[config.mk]
export PLATFORM = sky130hd
export DESIGN_NAME = lcv_counter_global_control
export DESIGN_NICKNAME = d
export VERILOG_FILES = /design/src/lcv_ctrl_pkg.sv /design/src/lcv_counter_global_control.sv
export SDC_FILE = /design/constraint.sdc
export NUM_CORES = 1
export LEC_CHECK = 0
export BUFFER_PORTS_ARGS = -buffer_cell sky130_fd_sc_hd__clkbuf_2
export CORE_MARGIN = 8
export CORE_UTILIZATION = 39
export DETAILED_ROUTE_END_ITERATION = 10
export GPL_ROUTABILITY_DRIVEN = 0
export PLACE_DENSITY_LB_ADDON = 0.3
export SLEW_MARGIN = 10
export SYNTH_ARGS = -nofsm -noshare
export SYNTH_HDL_FRONTEND = slang
export SYNTH_SLANG_ARGS = --single-unit
export TNS_END_PERCENT = 1
[constraint.sdc]
create_clock -name clk_sys -period 3.22 [get_ports clk_sys]
set_input_delay 0.483 -clock clk_sys [delete_from_list [all_inputs] [get_ports clk_sys]]
set_output_delay 0.483 -clock clk_sys [all_outputs]
set_load 0.02 [all_outputs]
[src/lcv_ctrl_pkg.sv]
// Constants and carrier types for the counter global control register bank
package lcv_ctrl_pkg;
	// Register offsets on the microprocessor register port
	localparam logic [7:0] ADDR_LINE_SOURCE_CONTROL = 8'h82;
	localparam logic [7:0] ADDR_VIOLATION_COUNTER_CHANNEL_SELECT = 8'h8C;
	localparam logic [7:0] ADDR_VIOLATION_COUNTER_CONTROL = 8'h8D;
	localparam logic [7:0] ADDR_VIOLATION_COUNT_BYTE = 8'h8E;
	// Field positions in the source control register
	localparam int TX_SRC_BIT = 7;
	localparam int TERM_SRC_BIT = 6;
	// Field positions in the counter control register
	localparam int CLEAR_ALL_BIT = 4;
	localparam int LATCH_ALL_BIT = 3;
	localparam int BYTE_PICK_BIT = 2;
	localparam int LATCH_ONE_BIT = 1;
	localparam int CLEAR_ONE_BIT = 0;
	// Channel select field
	localparam int SEL_MSB = 3;
	localparam logic [3:0] SEL_NONE = 4'h0;
	localparam logic [3:0] SEL_FIRST = 4'h1;
	localparam logic [3:0] SEL_LAST = 4'h8;
	// Sizes
	localparam int NUM_CHANNELS = 8;
	localparam int COUNT_WIDTH = 16;
	// Reset values and counter increment
	localparam logic [7:0] DATA_ZERO = 8'h00;
	localparam logic [15:0] COUNT_ZERO = 16'h0000;
	localparam logic [15:0] COUNT_ONE = 16'h0001;
	// Least hold time of a clear bit, kept by software
	localparam int CLK_PERIOD_NS = 10;
	localparam int CLEAR_HOLD_NS = 1000;
	localparam int CLEAR_HOLD_CYCLES = (CLEAR_HOLD_NS + CLK_PERIOD_NS - 1) / CLK_PERIOD_NS;

	// Source control bits
	typedef struct packed {
		logic tx_enable_source_sel;
		logic rx_term_source_sel;
	} source_ctrl_t;

	// Counter control bits
	typedef struct packed {
		logic all_counters_clear;
		logic all_counters_latch;
		logic count_byte_pick;
		logic one_counter_latch;
		logic one_counter_clear;
	} counter_ctrl_t;

	// One register port request
	typedef struct packed {
		logic wr;
		logic rd;
		logic [7:0] addr;
		logic [7:0] wdata;
	} reg_req_t;
endpackage

[src/lcv_counter_global_control.sv]
// Global line source control and line code violation counter bank
`timescale 1ns/100ps
module lcv_counter_global_control
	import lcv_ctrl_pkg::*;
(
	input wire logic clk_sys,
	input wire logic resetn,
	input wire reg_req_t reg_req,
	input wire logic host_mode,
	input wire logic tx_drive_on,
	input wire logic tx_drive_on_global,
	input wire logic [NUM_CHANNELS-1:0] tx_drive_on_chan,
	input wire logic rx_term_select,
	input wire logic [NUM_CHANNELS-1:0] rx_term_select_chan,
	input wire logic [NUM_CHANNELS-1:0] line_code_violation,
	output logic [7:0] reg_rdata,
	output logic reg_rvalid,
	output logic [NUM_CHANNELS-1:0] tx_enable,
	output logic [NUM_CHANNELS-1:0] rx_term_enable
);

	// Stored control fields
	source_ctrl_t src_q;
	source_ctrl_t src_d;
	logic [3:0] sel_q;
	logic [3:0] sel_d;
	counter_ctrl_t cnt_ctrl_q;
	counter_ctrl_t cnt_ctrl_d;
	// Read answer
	logic [7:0] rdata_q;
	logic [7:0] rdata_d;
	logic rvalid_q;
	logic rvalid_d;
	// Line controls
	logic [NUM_CHANNELS-1:0] tx_q;
	logic [NUM_CHANNELS-1:0] tx_d;
	logic [NUM_CHANNELS-1:0] term_q;
	logic [NUM_CHANNELS-1:0] term_d;
	// Per-channel counters and holding registers
	logic [COUNT_WIDTH-1:0] count_q [NUM_CHANNELS];
	logic [COUNT_WIDTH-1:0] hold_q [NUM_CHANNELS];
	// One-hot decode of the select field
	logic [NUM_CHANNELS-1:0] sel_hot;
	// Latch strobes, one cycle on the write that sets the bit
	logic latch_all_pulse;
	logic latch_one_pulse;
	// Holding word of the selected channel
	logic [COUNT_WIDTH-1:0] sel_hold;
	// Write strobes per register
	logic wr_src;
	logic wr_sel;
	logic wr_ctrl;

	assign wr_src = reg_req.wr && (reg_req.addr == ADDR_LINE_SOURCE_CONTROL);
	assign wr_sel = reg_req.wr && (reg_req.addr == ADDR_VIOLATION_COUNTER_CHANNEL_SELECT);
	assign wr_ctrl = reg_req.wr && (reg_req.addr == ADDR_VIOLATION_COUNTER_CONTROL);

	// Register writes; reserved bits are not stored
	always_comb
	begin
		src_d = src_q;
		sel_d = sel_q;
		cnt_ctrl_d = cnt_ctrl_q;
		if (wr_src)
		begin
			src_d.tx_enable_source_sel = reg_req.wdata[TX_SRC_BIT];
			src_d.rx_term_source_sel = reg_req.wdata[TERM_SRC_BIT];
		end
		if (wr_sel)
		begin
			sel_d = reg_req.wdata[SEL_MSB:0];
		end
		if (wr_ctrl)
		begin
			cnt_ctrl_d.all_counters_clear = reg_req.wdata[CLEAR_ALL_BIT];
			cnt_ctrl_d.all_counters_latch = reg_req.wdata[LATCH_ALL_BIT];
			cnt_ctrl_d.count_byte_pick = reg_req.wdata[BYTE_PICK_BIT];
			cnt_ctrl_d.one_counter_latch = reg_req.wdata[LATCH_ONE_BIT];
			cnt_ctrl_d.one_counter_clear = reg_req.wdata[CLEAR_ONE_BIT];
		end
	end

	// Control registers
	always_ff @(posedge clk_sys or negedge resetn)
	begin
		if (!resetn)
		begin
			src_q <= '0;
			sel_q <= SEL_NONE;
			cnt_ctrl_q <= '0;
		end
		else
		begin
			src_q <= src_d;
			sel_q <= sel_d;
			cnt_ctrl_q <= cnt_ctrl_d;
		end
	end

	// Latch fires on the write that turns the bit from zero to one;
	// holding it at one does not keep refreshing, so reads stay stable
	always_comb
	begin
		latch_all_pulse = wr_ctrl && reg_req.wdata[LATCH_ALL_BIT] && !cnt_ctrl_q.all_counters_latch;
		latch_one_pulse = wr_ctrl && reg_req.wdata[LATCH_ONE_BIT] && !cnt_ctrl_q.one_counter_latch;
	end

	// Select decode: code n picks channel n-1, out-of-range picks none
	always_comb
	begin
		sel_hot = '0;
		sel_hold = COUNT_ZERO;
		if (sel_q >= SEL_FIRST && sel_q <= SEL_LAST)
		begin
			sel_hot[3'(sel_q - SEL_FIRST)] = 1'b1;
			sel_hold = hold_q[3'(sel_q - SEL_FIRST)];
		end
	end

	// Per-channel counter and holding register
	genvar ch;
	generate
		for (ch = 0; ch < NUM_CHANNELS; ch++)
		begin : g_chan
			logic [COUNT_WIDTH-1:0] count_d;
			logic [COUNT_WIDTH-1:0] hold_d;

			// Next counter and holding values
			always_comb
			begin
				count_d = count_q[ch];
				hold_d = hold_q[ch];
				if (cnt_ctrl_q.all_counters_clear)
				begin
					count_d = COUNT_ZERO;
				end
				else if (cnt_ctrl_q.one_counter_clear && sel_hot[ch])
				begin
					count_d = COUNT_ZERO;
				end
				else if (line_code_violation[ch])
				begin
					count_d = count_q[ch] + COUNT_ONE;
				end
				if (latch_all_pulse)
				begin
					hold_d = count_q[ch];
				end
				else if (latch_one_pulse && sel_hot[ch])
				begin
					hold_d = count_q[ch];
				end
			end

			// Counter state
			always_ff @(posedge clk_sys or negedge resetn)
			begin
				if (!resetn)
				begin
					count_q[ch] <= COUNT_ZERO;
					hold_q[ch] <= COUNT_ZERO;
				end
				else
				begin
					count_q[ch] <= count_d;
					hold_q[ch] <= hold_d;
				end
			end
		end
	endgenerate

	// Transmit and termination source muxing per channel
	always_comb
	begin
		if (src_q.tx_enable_source_sel)
		begin
			tx_d = tx_drive_on_chan;
		end
		else if (host_mode)
		begin
			tx_d = {NUM_CHANNELS{tx_drive_on_global}};
		end
		else
		begin
			tx_d = {NUM_CHANNELS{tx_drive_on}};
		end
		if (src_q.rx_term_source_sel)
		begin
			term_d = {NUM_CHANNELS{rx_term_select}};
		end
		else if (host_mode)
		begin
			term_d = rx_term_select_chan;
		end
		else
		begin
			term_d = {NUM_CHANNELS{rx_term_select}};
		end
	end

	// Line control outputs, registered so the pins never glitch
	always_ff @(posedge clk_sys or negedge resetn)
	begin
		if (!resetn)
		begin
			tx_q <= '0;
			term_q <= '0;
		end
		else
		begin
			tx_q <= tx_d;
			term_q <= term_d;
		end
	end

	// Read mux; unmapped addresses answer zero
	always_comb
	begin
		rdata_d = DATA_ZERO;
		rvalid_d = reg_req.rd;
		if (reg_req.rd)
		begin
			case (reg_req.addr)
				ADDR_LINE_SOURCE_CONTROL:
				begin
					rdata_d[TX_SRC_BIT] = src_q.tx_enable_source_sel;
					rdata_d[TERM_SRC_BIT] = src_q.rx_term_source_sel;
				end
				ADDR_VIOLATION_COUNTER_CHANNEL_SELECT:
				begin
					rdata_d[SEL_MSB:0] = sel_q;
				end
				ADDR_VIOLATION_COUNTER_CONTROL:
				begin
					rdata_d[CLEAR_ALL_BIT] = cnt_ctrl_q.all_counters_clear;
					rdata_d[LATCH_ALL_BIT] = cnt_ctrl_q.all_counters_latch;
					rdata_d[BYTE_PICK_BIT] = cnt_ctrl_q.count_byte_pick;
					rdata_d[LATCH_ONE_BIT] = cnt_ctrl_q.one_counter_latch;
					rdata_d[CLEAR_ONE_BIT] = cnt_ctrl_q.one_counter_clear;
				end
				ADDR_VIOLATION_COUNT_BYTE:
				begin
					rdata_d = cnt_ctrl_q.count_byte_pick ? sel_hold[15:8] : sel_hold[7:0];
				end
				default:
				begin
					rdata_d = DATA_ZERO;
				end
			endcase
		end
	end

	// Read answer registers
	always_ff @(posedge clk_sys or negedge resetn)
	begin
		if (!resetn)
		begin
			rdata_q <= DATA_ZERO;
			rvalid_q <= 1'b0;
		end
		else
		begin
			rdata_q <= rdata_d;
			rvalid_q <= rvalid_d;
		end
	end

	assign reg_rdata = rdata_q;
	assign reg_rvalid = rvalid_q;
	assign tx_enable = tx_q;
	assign rx_term_enable = term_q;

endmodule

==> impl.org <==
** Timing
- Across the routed clock network, the largest skew measured is 0.00886 ns.
- Minimum period implied by the final worst setup slack :: 2.94 ns
- In the final timing run, aggregate negative setup slack is 0 ns.
- Final worst path period share :: 91.3%
- The total count of hold-check failures in the final report was 0.
- Worst-Margin Slew :: 1.12 ns
- Derived from the worst setup path, the maximum achievable clock frequency is 340 MHz.
- The count of final max-slew check failures is 0.
- RSZ-0062 raised after global routing :: no
- Measured against its own limit, the worst slew margin works out to 25.1%.
- The tightest hold path in the finished design has a slack of 0.135 ns.
- Total setup violations reported at the end of the flow :: 0

** Setup path
- Nature of the critical path startpoint :: register
- Data on the critical path is required at its endpoint by 3.65 ns.
- Crit-path slowest cell :: sky130_fd_sc_hd__a31oi_2
- Traced cell by cell, the critical path runs through inv_1, ha_1, nor4b_1, a2111oi_4, buf_4, a31oi_2, mux2_2.
- In this run the critical register-to-register path is launched from sel_q[0].
- Critical path endpoint category :: register
- Along the worst path, the maximum fanout reaches 16.
- Depth of the most critical reg-to-reg path :: 7
- Slowest Stage Delay on Critical Path :: 0.80 ns
- The worst setup path is of the register to register kind.
- CP arrival :: 3.37 ns
- Worst R2R Setup Slack :: 0.28 ns
- In this run the critical register-to-register path is captured at hold_q[91].

** Min path
- The worst hold path passes through 2 cells.
- Worst Hold End :: tx_enable[3]
- The min-delay analysis places its worst path in the category input pin to register.
- Worst hold path startpoint :: tx_drive_on_chan[3]

** Logic synthesis
- Cells after synthesis :: 1130
- After synthesis, the share of cell area in mux cells is 18.3%.
- Cell area after technology mapping :: 0.0136 mm2
- Number of warnings reported in the yosys synthesis log :: 0
- After synthesis, the mean cell area works out to 12.0 um2.
- For this run, the leading register cell type out of synthesis is sky130_fd_sc_hd__dfrtp_1.
- The number of different library cells used by synthesis comes to 48.
- Counting flops with an async set or reset pin after synthesis yields a share of 100%.
- Of the synthesized area, sequential elements account for 53.7%.
- When the netlist entered floorplanning its net count stood at 1188.
- After synthesis, the largest family of logic cells by area is multiplexers.
- After Yosys synthesis, XOR and XNOR cells account for 5.79% of the synthesized area.
- Summing the areas of all and, or, nand and nor instances in the mapped netlist gives 13.8% of the synthesized area.
- After synthesis the netlist holds a flip-flop and latch count of 292.
- Yosys mapped a number of flops with a built-in enable equal to 0.
- Fraction of the mapped netlist area in compound gates :: 5.15%
- Adder and majority cell fraction of the synthesized area :: 0.919%

** Routing
- Count of nets left with antenna violations after detail routing :: 0
- The routed layout has 9098 vias.
- The detailed router finished its first iteration with 597 violations.
- Final WL :: 30800 um
- Dividing the detail-routed wire length by the instance count gives 18.3 um.
- First drt pass iteration count :: 5
- Post-detailed-route DRC marker count :: 0
- In the routed layout, each cell is associated on average with a via count of 5.41.

** Clock network
- After clock tree synthesis, the clock-pin slew on the worst setup and hold paths is 0.06 ns.
- Htree depth :: 1
- Number of CTS-inserted buffers :: 30
- CTS sink count :: 292
- At the later pin of the worst-skew pair, clock insertion delay measures 0.56 ns.
- Clk Tree Root Cell :: sky130_fd_sc_hd__clkbuf_16
- Clock tree from TritonCTS :: done
- Maximum count of clock buffers along a single path :: 3

** Die
- Starting density of the core :: 39.5%
- The floorplan step defined a die boundary enclosing 0.0411 mm2.
- In this run the core area contains 68 standard-cell rows.
- In this run the count of I/O pins placed on the die edge is 73.
- Die Span Y :: 203 um
- The core region is 0.0345 mm2.
- Measured along the x axis, the die boundary spans 203 um.

** Final layout
- Final net count :: 1264
- The repair_antennas step left the layout with diodes totalling 0.
- From synthesis to final layout, the design area changed by 14.0%.
- Layout cells sized above 1 :: 25.6%

** Global routing
- The first global-routing pass estimated 50600 um of wire.
- All-layer global routing usage :: 15.0%
- Summed over all layers, the global routing overflow is 0.
- Via count of the first global-routing pass :: 8979
- Largest net degree at the start of global routing :: 72
- The number of antenna violations at the first check in global routing was 1.

** Outcome
- Run status :: finished clean

** Pwr
- Leakage power of the design :: 7.14 nW
- The worst-case IR drop observed on VDD is 0.000336 V.
- P per Cell Area :: 593 mW/mm2

** Placement
- Buffers on Ports :: 71
- Half-perimeter wire length after detailed placement :: 21900 um

** Job
- Across the run, the number of max-cap violations was 0.
[where the power goes]
part	leakage [nW]	internal, W	total, W	switching, W
logic	2.72	0.000500	0.00114	0.000644
registers	3.94	0.00404	0.00455	0.000512
clock network	0.483	0.00210	0.00351	0.00140
total	7.14	0.00664	0.00920	0.00256
[layer usage]
metal  share of wire (%)  GRT usage [%]  up-vias
li1                    -              -     4240
met1                  48           21.8     4609
met2                  45           23.1      208
met3                 6.2           2.85       41
met4                 1.8           3.39        0
met5                   0              0        -
[Yosys cell counts, types with 30 or more instances]
library cell | n | area [um2]
sky130_fd_sc_hd__a21oi_1 | 33 | 165
sky130_fd_sc_hd__clkbuf_1 | 30 | 113
sky130_fd_sc_hd__dfrtp_1 | 292 | 7310
sky130_fd_sc_hd__mux2_2 | 137 | 1540
sky130_fd_sc_hd__mux4_2 | 32 | 721
sky130_fd_sc_hd__nand2_1 | 53 | 199
sky130_fd_sc_hd__nand3_1 | 37 | 185
sky130_fd_sc_hd__nand4_1 | 44 | 275
sky130_fd_sc_hd__nor2_1 | 113 | 424
sky130_fd_sc_hd__o21ai_0 | 32 | 160
sky130_fd_sc_hd__xnor2_1 | 50 | 438
sky130_fd_sc_hd__xor2_1 | 40 | 350
[worst max path at each step]
| stage | startpoint | to | slack, ns | depth (start not counted) |
|---|---|---|---|---|
| after global routing | sel_q[0] | hold_q[20] | 0.19 | 7 |
| after global placement | sel_q[0] | hold_q[80] | 0.38 | 7 |
| after detailed placement | sel_q[0] | hold_q[89] | 0.34 | 7 |
| after floorplan | sel_q[0] | hold_q[37] | 0.47 | 9 |
| final | sel_q[0] | hold_q[91] | 0.28 | 7 |
| after CTS | sel_q[0] | hold_q[91] | 0.32 | 7 |
[cells by family after synthesis]
kind of cell,after synthesis
xor+xnor,90
buf+inv,74
fa+ha+maj,10
simple gates,365
flops,292
compound gates,107
mux,192
[worst max-delay path, delay by kind of cell, from the launching register on]
kind	cells	cell delay (ns)
buffers and inverters	2	0.34
AND/OR/NAND/NOR	1	0.55
flip-flops	1	0.41
multiplexers	1	0.42
adder cells (fa/ha/maj)	1	0.18
AO/OA/AOI/OAI	2	0.92
[per-stage QoR]
stage	std cells	power, W	util [%]	worst slack, ns	area, um2
6_report	1681	0.00920	45.0	0.280	15500
5_1_grt	1681	0.00968	45.0	0.189	15500
4_1_cts	1681	0.00931	45.0	0.324	15500
3_5_place_dp	1628	0.00578	42.1	0.338	14500
3_3_place_gp	1628	0.00571	42.1	0.377	14500
2_1_floorplan	1130	0.00531	-	0.470	13600
[flip-flops by register name, summed over array words and instances (netlist names)]
register and count:
cnt_ctrl_q 5, count_q 128, hold_q 128, reg_rdata 8, reg_rvalid 1, rx_term_enable 8, sel_q 4, src_q 2
tx_enable 8
[layout by cell type (no fill, tap or decap), types with 33 or more instances in the layout]
master | synthesis | final
sky130_fd_sc_hd__nand3_1 | 37 | 37
sky130_fd_sc_hd__xnor2_1 | 50 | 50
sky130_fd_sc_hd__nor2_1 | 113 | 113
sky130_fd_sc_hd__nand2_1 | 53 | 53
sky130_fd_sc_hd__a21oi_1 | 33 | 33
sky130_fd_sc_hd__dfrtp_1 | 292 | 291
sky130_fd_sc_hd__mux2_2 | 137 | 137
sky130_fd_sc_hd__xor2_1 | 40 | 39
sky130_fd_sc_hd__nand4_1 | 44 | 44
sky130_fd_sc_hd__clkbuf_2 | 0 | 70
[cell type report]
class	instances	area [um2]
Fill cell	3145	18900
Sequential cell	292	7310
Multi-Input combinational cell	764	6000
Clock buffer	45	878
Tap cell	455	569
Timing Repair Buffer	90	548
Clock inverter	7	113
Inverter	28	105
[timing repair]
action	in CTS	in global routing
hold buffers	1	0
hold endpoints to repair	53	0
setup buffers	0	0
gates resized for setup	0	0
(Power assumes the default switching activity.)
